===== config.mk =====
export PLATFORM = sky130hd
export DESIGN_NAME = pcs_sequencer
export DESIGN_NICKNAME = d
export VERILOG_FILES = /design/src/hdl/pcs_pkg.sv /design/src/hdl/pcs_phase_gen.sv /design/src/hdl/pcs_ret_stack.sv /design/src/hdl/pcs_sequencer.sv
export SDC_FILE = /design/constraint.sdc
export NUM_CORES = 1
export LEC_CHECK = 0
export ABC_AREA = 1
export BUFFER_PORTS_ARGS = -buffer_cell sky130_fd_sc_hd__buf_2
export CAP_MARGIN = 25
export CORE_MARGIN = 5
export CORE_UTILIZATION = 45
export CTS_BUF_LIST = sky130_fd_sc_hd__clkbuf_8
export CTS_CLUSTER_DIAMETER = 150
export CTS_CLUSTER_SIZE = 25
export DETAILED_ROUTE_END_ITERATION = 10
export PLACE_DENSITY = 0.68
export RECOVER_POWER = 100
export SETUP_SLACK_MARGIN = 0.02
export SYNTH_ARGS = -nofsm -noshare
export SYNTH_HDL_FRONTEND = slang
export SYNTH_SLANG_ARGS = --single-unit
export TNS_END_PERCENT = 100

===== constraint.sdc =====
create_clock -name hclk -period 3.81 [get_ports hclk]
set_input_delay 0.1905 -clock hclk [delete_from_list [all_inputs] [get_ports hclk]]
set_output_delay 0.1905 -clock hclk [all_outputs]
set_load 0.005 [all_outputs]

===== src/hdl/pcs_pkg.sv =====
package pcs_pkg;
   // ****************************************
   // Widths
   // ****************************************
   localparam int PC_W    = 13;   // 8K-word space
   localparam int INSTR_W = 16;   // Word width
   localparam int DEPTH   = 8;    // Return levels
   localparam int SP_W    = 3;    // Level index

   // ****************************************
   // Register map (byte addresses)
   // ****************************************
   localparam logic [7:0] OFS_PC_LOW = 8'h00;  // pc_low_byte
   localparam logic [7:0] OFS_STATUS = 8'h04;  // Sequencer state, read only

   // Status fields
   localparam int ST_PC_HIGH_LSB = 0;   // pc_high_bits
   localparam int ST_PHASE_LSB   = 8;   // One-hot phase
   localparam int ST_VALID_BIT   = 16;  // Executing a real word
   localparam int ST_HELD_BIT    = 17;  // Interrupt waits for a level
   localparam int ST_PEND_BIT    = 18;  // Low-byte jump not yet applied

   // ****************************************
   // Reset values
   // ****************************************
   localparam logic [PC_W-1:0] PC_RESET  = 13'h0000;
   localparam logic [SP_W-1:0] SP_RESET  = 3'h0;
   localparam logic [31:0]     RD_UNMAPD = 32'h0000_0000;

   // AHB encodings
   localparam logic [1:0] HTRANS_NONSEQ = 2'b10;
   localparam logic [1:0] HTRANS_SEQ    = 2'b11;
   localparam logic       HRESP_OKAY    = 1'b0;

   // ****************************************
   // Instruction cycle phases
   // ****************************************
   typedef enum logic [3:0] {
      PCS_PH_FETCH = 4'b0001,   // fetch_phase
      PCS_PH_DEC   = 4'b0010,   // decode_execute_phases, first
      PCS_PH_EXE   = 4'b0100,
      PCS_PH_WB    = 4'b1000    // Last phase, steering decided here
   } pcs_phase_t;
endpackage


===== src/hdl/pcs_phase_gen.sv =====
`timescale 1ns/1ps
module pcs_phase_gen (
   // Clock and reset
   input  wire logic              hclk,
   input  wire logic              hresetn,
   // Phase state
   output pcs_pkg::pcs_phase_t    phase,
   output logic                   last_phase
);
   // ****************************************
   // Four-phase rotator
   // ****************************************
   pcs_pkg::pcs_phase_t phase_q;   // Current phase
   pcs_pkg::pcs_phase_t phase_d;   // Next phase

   // Each phase is one system clock; phases never overlap
   always_comb begin
      unique case (phase_q)
         pcs_pkg::PCS_PH_FETCH : phase_d = pcs_pkg::PCS_PH_DEC;
         pcs_pkg::PCS_PH_DEC   : phase_d = pcs_pkg::PCS_PH_EXE;
         pcs_pkg::PCS_PH_EXE   : phase_d = pcs_pkg::PCS_PH_WB;
         pcs_pkg::PCS_PH_WB    : phase_d = pcs_pkg::PCS_PH_FETCH;
         // Recover from an illegal code
         default               : phase_d = pcs_pkg::PCS_PH_FETCH;
      endcase
   end

   // Rotation register, starts in the fetch phase
   always_ff @(posedge hclk or negedge hresetn) begin
      if (!hresetn) begin
         phase_q <= pcs_pkg::PCS_PH_FETCH;
      end else begin
         phase_q <= phase_d;
      end
   end

   assign phase      = phase_q;
   assign last_phase = (phase_q == pcs_pkg::PCS_PH_WB);
endmodule


===== src/hdl/pcs_ret_stack.sv =====
`timescale 1ns/1ps
module pcs_ret_stack (
   // Clock and reset
   input  wire logic                      hclk,
   input  wire logic                      hresetn,
   // Requests, one-cycle pulses
   input  wire logic                      push,
   input  wire logic                      pop,
   input  wire logic [pcs_pkg::PC_W-1:0]  push_val,
   // State
   output logic      [pcs_pkg::PC_W-1:0]  top_val,
   output logic                           full
);
   // ****************************************
   // Storage and pointer
   // ****************************************
   logic [pcs_pkg::PC_W-1:0] mem_q [pcs_pkg::DEPTH];  // Saved counters
   logic [pcs_pkg::SP_W-1:0] sp_q;                    // Next free level
   logic [pcs_pkg::SP_W:0]   cnt_q;                   // Levels in use

   // Array holds no control state, so it needs no reset
   always_ff @(posedge hclk) begin
      if (push) begin
         mem_q[sp_q] <= push_val;
      end
   end

   // Pointer wraps, so a push into a full stack overwrites the oldest
   always_ff @(posedge hclk or negedge hresetn) begin
      if (!hresetn) begin
         sp_q  <= pcs_pkg::SP_RESET;
         cnt_q <= '0;
      end else if (push) begin
         sp_q <= sp_q + 3'h1;
         if (!full) begin
            cnt_q <= cnt_q + 4'h1;
         end
      end else if (pop) begin
         sp_q <= sp_q - 3'h1;
         if (cnt_q != '0) begin
            cnt_q <= cnt_q - 4'h1;
         end
      end
   end

   assign top_val = mem_q[sp_q - 3'h1];
   assign full    = (cnt_q == 4'(pcs_pkg::DEPTH));
endmodule


===== src/hdl/pcs_sequencer.sv =====
`timescale 1ns/1ps
module pcs_sequencer (
   // Clock and reset
   input  wire logic                         hclk,
   input  wire logic                         hresetn,
   // AHB-Lite slave
   input  wire logic                         hsel,
   input  wire logic [31:0]                  haddr,
   input  wire logic [1:0]                   htrans,
   input  wire logic                         hwrite,
   input  wire logic [2:0]                   hsize,
   input  wire logic [31:0]                  hwdata,
   input  wire logic                         hready,
   output logic      [31:0]                  hrdata,
   output logic                              hreadyout,
   output logic                              hresp,
   // Program memory
   output logic      [pcs_pkg::PC_W-1:0]     pmem_addr,
   output logic                              pmem_rd,
   input  wire logic [pcs_pkg::INSTR_W-1:0]  pmem_data,
   // Execute unit
   output logic      [pcs_pkg::INSTR_W-1:0]  instr_word,
   output logic                              instr_valid,
   output logic                              fetch_phase,
   output logic                              decode_execute_phases,
   input  wire logic                         op_branch,
   input  wire logic                         op_call,
   input  wire logic                         subroutine_exit_op,
   input  wire logic                         interrupt_exit_op,
   input  wire logic                         op_skip,
   input  wire logic [pcs_pkg::PC_W-1:0]     branch_target,
   // Interrupt logic
   input  wire logic                         irq_pending,
   input  wire logic [pcs_pkg::PC_W-1:0]     irq_vector,
   output logic                              irq_ack
);
   // ****************************************
   // Phase generation
   // ****************************************
   pcs_pkg::pcs_phase_t phase;      // Current phase
   logic                last_ph;    // Final phase of the cycle

   pcs_phase_gen u_phase (
      .hclk       (hclk),
      .hresetn    (hresetn),
      .phase      (phase),
      .last_phase (last_ph)
   );

   assign fetch_phase           = (phase == pcs_pkg::PCS_PH_FETCH);
   assign decode_execute_phases = !fetch_phase;
   assign pmem_rd               = fetch_phase;

   // ****************************************
   // Declarations
   // ****************************************
   logic [pcs_pkg::PC_W-1:0]    pc_q;          // Fetch address
   logic [pcs_pkg::PC_W-1:0]    pc_d;          // Next fetch address
   logic [pcs_pkg::INSTR_W-1:0] instr_q;       // Word in execution
   logic                        valid_q;       // Not a dummy cycle
   logic                        flush;         // Drop prefetched word
   logic                        act;           // Real word, last phase
   logic                        do_call;       // Push for a call
   logic                        do_ret;        // Pop for a return
   logic                        do_jump;       // Direct load
   logic                        do_pcl;        // Apply low-byte write
   logic                        do_irq;        // Acknowledge now
   logic                        irq_held;      // Waiting for a level
   logic                        ack_q;         // Acknowledge pulse
   logic                        stk_full;      // All levels in use
   logic [pcs_pkg::PC_W-1:0]    stk_top;       // Newest entry
   logic [7:0]                  pcl_data_q;    // Written low byte
   logic                        pcl_pend_q;    // Write waiting
   logic                        pcl_wr;        // Write accepted now

   // ****************************************
   // Control decision, last phase only
   // ****************************************
   // Commands on a dummy cycle belong to a flushed word
   assign act     = last_ph && valid_q;
   assign do_call = act && op_call;
   assign do_ret  = act && (subroutine_exit_op || interrupt_exit_op);
   assign do_jump = act && op_branch && !op_call;
   // A low-byte write yields to an instruction's own transfer
   assign do_pcl  = last_ph && pcl_pend_q && !(do_call || do_ret || do_jump);
   // Acknowledge only on a quiet boundary with a free level
   assign irq_held = irq_pending && stk_full;
   assign do_irq   = last_ph && irq_pending && !stk_full
                     && !(do_call || do_ret || do_jump || do_pcl);

   // Next fetch address and flush
   always_comb begin
      pc_d  = pc_q + 13'h0001;
      flush = 1'b0;
      if (do_call || do_jump) begin
         pc_d  = branch_target;
         flush = 1'b1;
      end else if (do_ret) begin
         pc_d  = stk_top;
         flush = 1'b1;
      end else if (do_pcl) begin
         pc_d  = {pc_q[pcs_pkg::PC_W-1:8], pcl_data_q};
         flush = 1'b1;
      end else if (do_irq) begin
         pc_d  = irq_vector;
         flush = 1'b1;
      end else if (act && op_skip) begin
         flush = 1'b1;
      end
   end

   // ****************************************
   // Program counter
   // ****************************************
   // Changes only on the edge that opens the fetch phase
   always_ff @(posedge hclk or negedge hresetn) begin
      if (!hresetn) begin
         pc_q <= pcs_pkg::PC_RESET;
      end else if (last_ph) begin
         pc_q <= pc_d;
      end
   end

   assign pmem_addr = pc_q;

   // ****************************************
   // Execute register
   // ****************************************
   // Word fetched this cycle executes in the next; first cycle is empty
   always_ff @(posedge hclk or negedge hresetn) begin
      if (!hresetn) begin
         instr_q <= '0;
         valid_q <= 1'b0;
      end else if (last_ph) begin
         instr_q <= pmem_data;
         valid_q <= !flush;
      end
   end

   assign instr_word  = instr_q;
   assign instr_valid = valid_q;

   // ****************************************
   // Return stack
   // ****************************************
   // Pushed value is the fetch address, so the flushed word reruns
   pcs_ret_stack u_stack (
      .hclk     (hclk),
      .hresetn  (hresetn),
      .push     (do_call || do_irq),
      .pop      (do_ret),
      .push_val (pc_q),
      .top_val  (stk_top),
      .full     (stk_full)
   );

   // Acknowledge pulse to the interrupt logic
   always_ff @(posedge hclk or negedge hresetn) begin
      if (!hresetn) begin
         ack_q <= 1'b0;
      end else begin
         ack_q <= do_irq;
      end
   end

   assign irq_ack = ack_q;

   // ****************************************
   // AHB-Lite slave
   // ****************************************
   logic       ap_wr_q;    // Data phase is a write
   logic       ap_rd_q;    // Data phase is a read
   logic [7:0] ap_ofs_q;   // Latched offset
   logic       ap_take;    // Address phase accepted

   // Zero wait states; every answer is OKAY
   assign hreadyout = 1'b1;
   assign hresp     = pcs_pkg::HRESP_OKAY;
   assign ap_take   = hsel && hready && (htrans == pcs_pkg::HTRANS_NONSEQ
                                         || htrans == pcs_pkg::HTRANS_SEQ);

   // Address phase capture
   always_ff @(posedge hclk or negedge hresetn) begin
      if (!hresetn) begin
         ap_wr_q  <= 1'b0;
         ap_rd_q  <= 1'b0;
         ap_ofs_q <= '0;
      end else if (hready) begin
         ap_wr_q  <= ap_take && hwrite;
         ap_rd_q  <= ap_take && !hwrite;
         ap_ofs_q <= haddr[7:0];
      end
   end

   // Only the low byte accepts writes; stack stays unmapped
   assign pcl_wr = ap_wr_q && (ap_ofs_q == pcs_pkg::OFS_PC_LOW);

   // Pending low-byte jump: a new write wins over the apply
   always_ff @(posedge hclk or negedge hresetn) begin
      if (!hresetn) begin
         pcl_pend_q <= 1'b0;
         pcl_data_q <= '0;
      end else if (pcl_wr) begin
         pcl_pend_q <= 1'b1;
         pcl_data_q <= hwdata[7:0];
      end else if (do_pcl) begin
         pcl_pend_q <= 1'b0;
      end
   end

   // Read data comes from flops, set up during the address phase
   always_ff @(posedge hclk or negedge hresetn) begin
      if (!hresetn) begin
         hrdata <= pcs_pkg::RD_UNMAPD;
      end else if (ap_take && !hwrite) begin
         unique case (haddr[7:0])
            pcs_pkg::OFS_PC_LOW : hrdata <= {24'h00_0000, pc_d[7:0] & 8'hFF};
            pcs_pkg::OFS_STATUS : begin
               hrdata <= pcs_pkg::RD_UNMAPD;
               hrdata[pcs_pkg::ST_PC_HIGH_LSB +: 5] <= pc_q[pcs_pkg::PC_W-1:8];
               hrdata[pcs_pkg::ST_PHASE_LSB +: 4]   <= phase;
               hrdata[pcs_pkg::ST_VALID_BIT]        <= valid_q;
               hrdata[pcs_pkg::ST_HELD_BIT]         <= irq_held;
               hrdata[pcs_pkg::ST_PEND_BIT]         <= pcl_pend_q;
            end
            default : hrdata <= pcs_pkg::RD_UNMAPD;
         endcase
      end
   end

   logic boot_q;   // High until the first cycle boundary
   always_ff @(posedge hclk or negedge hresetn) begin
      if (!hresetn) begin
         boot_q <= 1'b1;
      end else if (last_ph) begin
         boot_q <= 1'b0;
      end
   end
endmodule


==> results of run 1 <==
critical path: cells and delay by family, from the launching register on:
family | cells | cell delay [ns]
simple gates | 7 | 1.76
flops | 1 | 0.57
compound gates | 1 | 0.16
buf+inv | 1 | 0.27
layout make-up:
class | instances | area [um2] | area share [%]
clock inverter | 15 | 171.4 | 1.754
inverter | 69 | 259.0 | 2.651
sequential | 179 | 5001 | 51.18
multi-input combinational | 577 | 2821 | 28.88
timing repair buffer | 168 | 997.2 | 10.21
tap | 229 | 286.5 | 2.933
clock buffer | 17 | 234.0 | 2.395
report_power, final:
part           switching, mW  internal (mW)  total [mW]  leakage, nW
Combinational           1.30          0.708        2.00         2.19
Sequential             0.407           2.51        2.92         1.86
Clock                  0.737          0.605        1.34        0.203
Total                   2.44           3.82        6.26         4.25
cells in the final DEF (no fill, tap or decap), types with 9 or more instances in the layout:
cell type	Yosys	final
buf_2	6	76
buf_4	21	13
clkbuf_1	23	41
clkbuf_8	0	17
conb_1	2	19
dfrtp_1	74	74
dlygate4sd3_1	0	35
edfxtp_1	104	104
inv_1	63	63
mux2_2	9	9
nand2_1	223	225
nand2_2	13	11
nand3_1	77	79
nor2_1	81	82
nor3_1	19	16
o211ai_1	17	17
o21ai_0	59	60
path summary, 6_finish.rpt:
check	end	cells after the start	slack [ns]	from
setup / recovery	u_stack.mem_q[0][5]	9	0.74	u_phase.phase[0]
hold / removal	ap_wr_q	3	0.04	htrans[1]
setup reg to reg	u_stack.mem_q[0][5]	9	0.74	u_phase.phase[0]
hold reg to reg	instr_word[15]	2	0.49	instr_word[15]
max in group asynchronous	pcl_data_q[4]	3	1.72	hresetn
min in group asynchronous	u_phase.phase[2]	2	0.09	hresetn
flip-flops by register name (all words and copies together) (netlist names):
name and cells:
ap_wr_q 1, hrdata 15, instr_word 16, pcl_data_q 8, pcl_pend_q 1, u_stack.cnt_q 4
u_phase.phase 4, instr_valid 1, irq_ack 1, ap_ofs_q 8, u_stack.sp_q 3, pmem_addr 13
u_stack.mem_q 104
kinds of logic (layout without fill, tap and decap cells):
kind of cell / after synthesis / in the layout
AO/OA/AOI/OAI: 95 / 95
other: 2 / 19
flip-flops: 179 / 179
AND/OR/NAND/NOR: 439 / 439
buffers and inverters: 124 / 269
XOR/XNOR: 11 / 11
multiplexers: 9 / 9
adder cells (fa/ha/maj): 4 / 4
layer usage:
layer / share of wire [%] / wire length, um / up-vias / track usage [%]
met5: 0 / 0 / - / 0
li1: - / - / 3129 / -
met3: 7.3 / 1544 / 26 / 5.268
met4: 1.4 / 301 / 0 / 5.456
met1: 43 / 9151 / 3119 / 26.32
met2: 48 / 10090 / 234 / 32.16
==> impl_metrics.env, run 1 <==
export IMPL_start_kind="flip-flop"
export IMPL_crit_chain="nor2_1, nand2_1, nor2_1, o21ai_4, nand2_4, nand2_1, nand2_1, nor3_2, buf_4"
export IMPL_clkTransAtPathRegs_ns=0.10
export IMPL_cp_required_ns=3.98
export IMPL_fin_crit_sh_pct=80.45
export IMPL_p_total_mw=6.261
export IMPL_worstSetupEndpointType="flip-flop"
export IMPL_cts_resized=0
export IMPL_ys_flop_type="edfxtp_1"
export IMPL_routedWlPerCell_um=16.81
export IMPL_drt_initial_drc_count=445
export IMPL_total_leakage_power_nw=4.254
export IMPL_path_class="flip-flop to flip-flop"
export IMPL_outcome="finished, violations left"
export IMPL_clock_latency_ns=0.46
export IMPL_drcViolationCount=0
export IMPL_placed_cells_incl_taps=1186
export IMPL_nFillCells=1622
export IMPL_clockRootBuffer="clkbuf_8"
export IMPL_die_w_um=146.3
export IMPL_hold_path_class="primary input to flip-flop"
export IMPL_synth_area_top_cells="edfxtp_1, dfrtp_1, nand2_1"
export IMPL_final_cell_count_no_fill=1254
export IMPL_num_nets_final=1138
export IMPL_period_needed_ns=3.065
export IMPL_post_cts_buffers=0
export IMPL_synth_compound_area_share_pct=6.870
export IMPL_synth_top_cell_by_area="edfxtp_1"
export IMPL_core_area_um2=18150
export IMPL_async_flop_share_pct=41.90
export IMPL_syn_area_per_cell_um2=9.686
export IMPL_synth_cell_types=45
export IMPL_grt_start_max_net_pins=76
export IMPL_synth_adder_area_share_pct=0.5987
export IMPL_area_delta_synth_final_pct=16.88
export IMPL_die_h_um=146.3
export IMPL_synthXorXnorAreaFrac_pct=1.153
export IMPL_hold_buffers=35
export IMPL_yosysWarnings=0
export IMPL_io_pin_count=190
export IMPL_path_common_cell="nand2_1"
export IMPL_diodes=0
export IMPL_slew_violations=72
export IMPL_num_rows=49
export IMPL_peakVddDrop_uv=377.3
export IMPL_cpPeakStageDelay_ns=0.57
export IMPL_synth_cells=863
export IMPL_hold_worst_slack_ns=0.03957
export IMPL_initial_core_util_pct=46.06
export IMPL_max_slew_margin_pct=-19.77
export IMPL_ys_top_cells_by_count="nand2_1, edfxtp_1, nor2_1, nand3_1, dfrtp_1"
export IMPL_finClkSkew_ns=0.007897
export IMPL_violations="capacitance limit, slew limit"
export IMPL_arrival_ns=3.24
export IMPL_setup_viol=0
export IMPL_cts_sinks=179
export IMPL_gp_congestion=0.8257
export IMPL_rsz0062_at_grt="false"
export IMPL_hpwl_um=13680
export IMPL_antenna_found_initial=0
export IMPL_vias=6508
export IMPL_muxShareOfSynthArea_pct=1.212
export IMPL_syn_area_um2=8359
export IMPL_tns_ns=0
export IMPL_setup_slack_ns=0.7448
export IMPL_drive_above_1_share_pct=16.20
export IMPL_tightestPinTransition_ns=1.797
export IMPL_cts_tree="yes"
export IMPL_post_route_util_pct=53.84
export IMPL_synth_top_family_by_area="simple AND/OR/NAND/NOR gates"
export IMPL_placed_cell_area_um2=9114
export IMPL_cap_violations=1
export IMPL_grt_pass1_vias=6344
export IMPL_first_pass_iters=5
export IMPL_grt_use_total_pct=19.75
export IMPL_power_density_nw_per_um2=640.8
export IMPL_place_ws_ns=1.014
export IMPL_postRouteAntennaNets=0
export IMPL_synth_most_common_cell="nand2_1"
export IMPL_vias_per_cell=5.190
export IMPL_gr_total_overflow=0
export IMPL_dieArea_um2=21400
export IMPL_max_freq_mhz=326.2
export IMPL_port_buffers=118
export IMPL_design_area_um2=9771
export IMPL_synth_seq_area_share_pct=59.83
export IMPL_yosys_area_share_simple_pct=23.16
export IMPL_cts_buffers=17
export IMPL_ctsHtreeMaxLevel=4
export IMPL_synth_top_area_share_pct=37.36
export IMPL_path_max_fanout=29
export IMPL_wl_um=21080
export IMPL_ys_ff_latch=179
export IMPL_hold_viol=0
export IMPL_cp_slowest_cell="dfstp_1"
export IMPL_synth_edf_count=104
export IMPL_clock_path_buffers=2
export IMPL_grt_pass1_wl_um=33610
Note: power is estimated with default switching activity, not from simulation.
==> inputs of run 2 (changes only) <==
- PLACE_DENSITY: 0.68 -> 0.71
- clock period: 3.81 -> 2.5 ns (I/O delays scaled with it)
==> impl_metrics.env, run 2 (same netlist as run 1, synthesis figures left out) <==
export IMPL_largest_register_ffs=104
export IMPL_cpPeakStageDelay_ns=0.57
export IMPL_cts_sinks=179
export IMPL_tns_ns=0
export IMPL_drive_above_1_share_pct=17.18
export IMPL_diodes=0
export IMPL_outcome="complete, no violations"
export IMPL_mostFrequentLayoutCell="nand2_1"
export IMPL_path_class="flip-flop to flip-flop"
export IMPL_gr_total_overflow=0
export IMPL_grt_pass1_vias=6603
export IMPL_dieArea_um2=21400
export IMPL_drcViolationCount=0
export IMPL_first_pass_iters=5
export IMPL_start_kind="flip-flop"
export IMPL_slew_violations=0
export IMPL_post_cts_buffers=0
export IMPL_antenna_found_initial=0
export IMPL_vias_per_cell=5.204
export IMPL_cap_violations=0
export IMPL_clockRootBuffer="clkbuf_8"
export IMPL_multi_input_area_um2=2841
export IMPL_cts_tree="yes"
export IMPL_hold_path_class="primary input to flip-flop"
export IMPL_grt_pass1_wl_um=34430
export IMPL_cp_required_ns=2.64
export IMPL_port_buffers=118
export IMPL_ctsHtreeMaxLevel=4
export IMPL_die_h_um=146.3
export IMPL_drt_initial_drc_count=516
export IMPL_post_route_util_pct=54.72
export IMPL_power_density_nw_per_um2=950.8
export IMPL_vias=6645
export IMPL_die_w_um=146.3
export IMPL_wl_um=21430
export IMPL_max_slew_margin_pct=3.810
export IMPL_hold_viol=0
export IMPL_rsz0062_at_grt="false"
export IMPL_area_delta_synth_final_pct=18.80
export IMPL_routedWlPerCell_um=16.78
export IMPL_clock_path_buffers=2
export IMPL_period_needed_ns=2.293
export IMPL_grt_start_max_net_pins=76
export IMPL_hpwl_um=13820
export IMPL_grt_use_total_pct=20.11
export IMPL_fin_crit_sh_pct=91.73
export IMPL_nFillCells=1580
export IMPL_most_common_layout_cells="nand2_1, edfxtp_1, nor2_1"
export IMPL_crit_chain="nor2_1, nand2_2, nor2_4, o21ai_4, nand2_4, nand2_2, nand2_1, nor3_2, clkbuf_4"
export IMPL_arrival_ns=2.44
export IMPL_cp_slowest_cell="dfstp_1"
export IMPL_placed_cell_area_um2=9219
export IMPL_io_pin_count=190
export IMPL_initial_core_util_pct=46.06
export IMPL_num_nets_final=1161
export IMPL_design_area_um2=9931
export IMPL_clock_latency_ns=0.46
export IMPL_path_max_fanout=18
export IMPL_num_rows=49
export IMPL_path_common_cell="nand2_2"
export IMPL_finClkSkew_ns=0.01331
export IMPL_core_area_um2=18150
export IMPL_postRouteAntennaNets=0
export IMPL_max_flop_register="u_stack.mem_q"
export IMPL_cts_buffers=17
export IMPL_gp_congestion=0.8145
export IMPL_clkTransAtPathRegs_ns=0.09
export IMPL_max_freq_mhz=436.0
export IMPL_total_leakage_power_nw=4.341
export IMPL_peakVddDrop_uv=604.9
export IMPL_worstSetupEndpointType="flip-flop"
export IMPL_setup_viol=0
export IMPL_tightestPinTransition_ns=1.443
export IMPL_seq_area_um2=5001
run 2: worst paths after layout:
kind | startpoint | endpoint | slack (ns) | depth (start not counted)
worst max-delay path | u_phase.phase[0] | u_stack.mem_q[2][1] | 0.21 | 9
worst min-delay path | branch_target[12] | pmem_addr[12] | 0.03 | 5
worst max register to register | u_phase.phase[0] | u_stack.mem_q[2][1] | 0.21 | 9
worst min register to register | instr_word[14] | instr_word[14] | 0.49 | 2
max in group asynchronous | hresetn | ap_ofs_q[2] | 0.50 | 3
min in group asynchronous | hresetn | irq_ack | 0.16 | 2
run 2: stage by stage:
step	setup slack (ns)	std cells	hold slack, ns	total power [mW]
detailed placement	0.2742	1200	0.3271	7.631
global placement	0.3254	1200	0.3173	7.529
finish	0.2066	1277	0.02853	9.442
CTS	0.2472	1276	0.005820	9.540
global route	0.04606	1277	0.02762	10.12
floorplan	-0.07360	880	-0.1706	6.463
run 2: power breakdown:
part / switching, mW / internal (mW) / leakage (nW) / total [mW]
Sequential: 0.516 / 3.83 / 1.86 / 4.34
Combinational: 2.10 / 1.13 / 2.30 / 3.23
Clock: 1.07 / 0.798 / 0.183 / 1.87
Total: 3.69 / 5.75 / 4.34 / 9.44
run 2: repair_timing:
| item | 4_1_cts | 5_1_grt |
|---|---|---|
| setup endpoints to repair | 0 | 2 |
| hold endpoints to repair | 121 | 0 |
| hold buffers | 44 | 0 |
| resized for setup | 0 | 1 |
run 2: final cells by class:
type	instances	share of cell area [%]
clock inverters	15	1.336
flip-flops and latches	179	50.36
clock buffers	17	2.356
repair buffers	191	11.84
well taps	229	2.885
inverters	69	2.608
multi-input cells	577	28.61
run 2: worst max-delay path: cells and delay by family, from the launching register on:
kind / cells / cell delay (ns)
simple gates: 7 / 0.95
flops: 1 / 0.57
buf+inv: 1 / 0.30
compound gates: 1 / 0.14
run 2: routing by layer:
layer / up-vias / track usage [%] / wire length, um
met1: 3162 / 27.31 / 9196
met4: 0 / 6.820 / 421
met5: - / 0 / 0
met3: 29 / 4.183 / 1507
met2: 275 / 32.39 / 10310
li1: 3179 / - / -
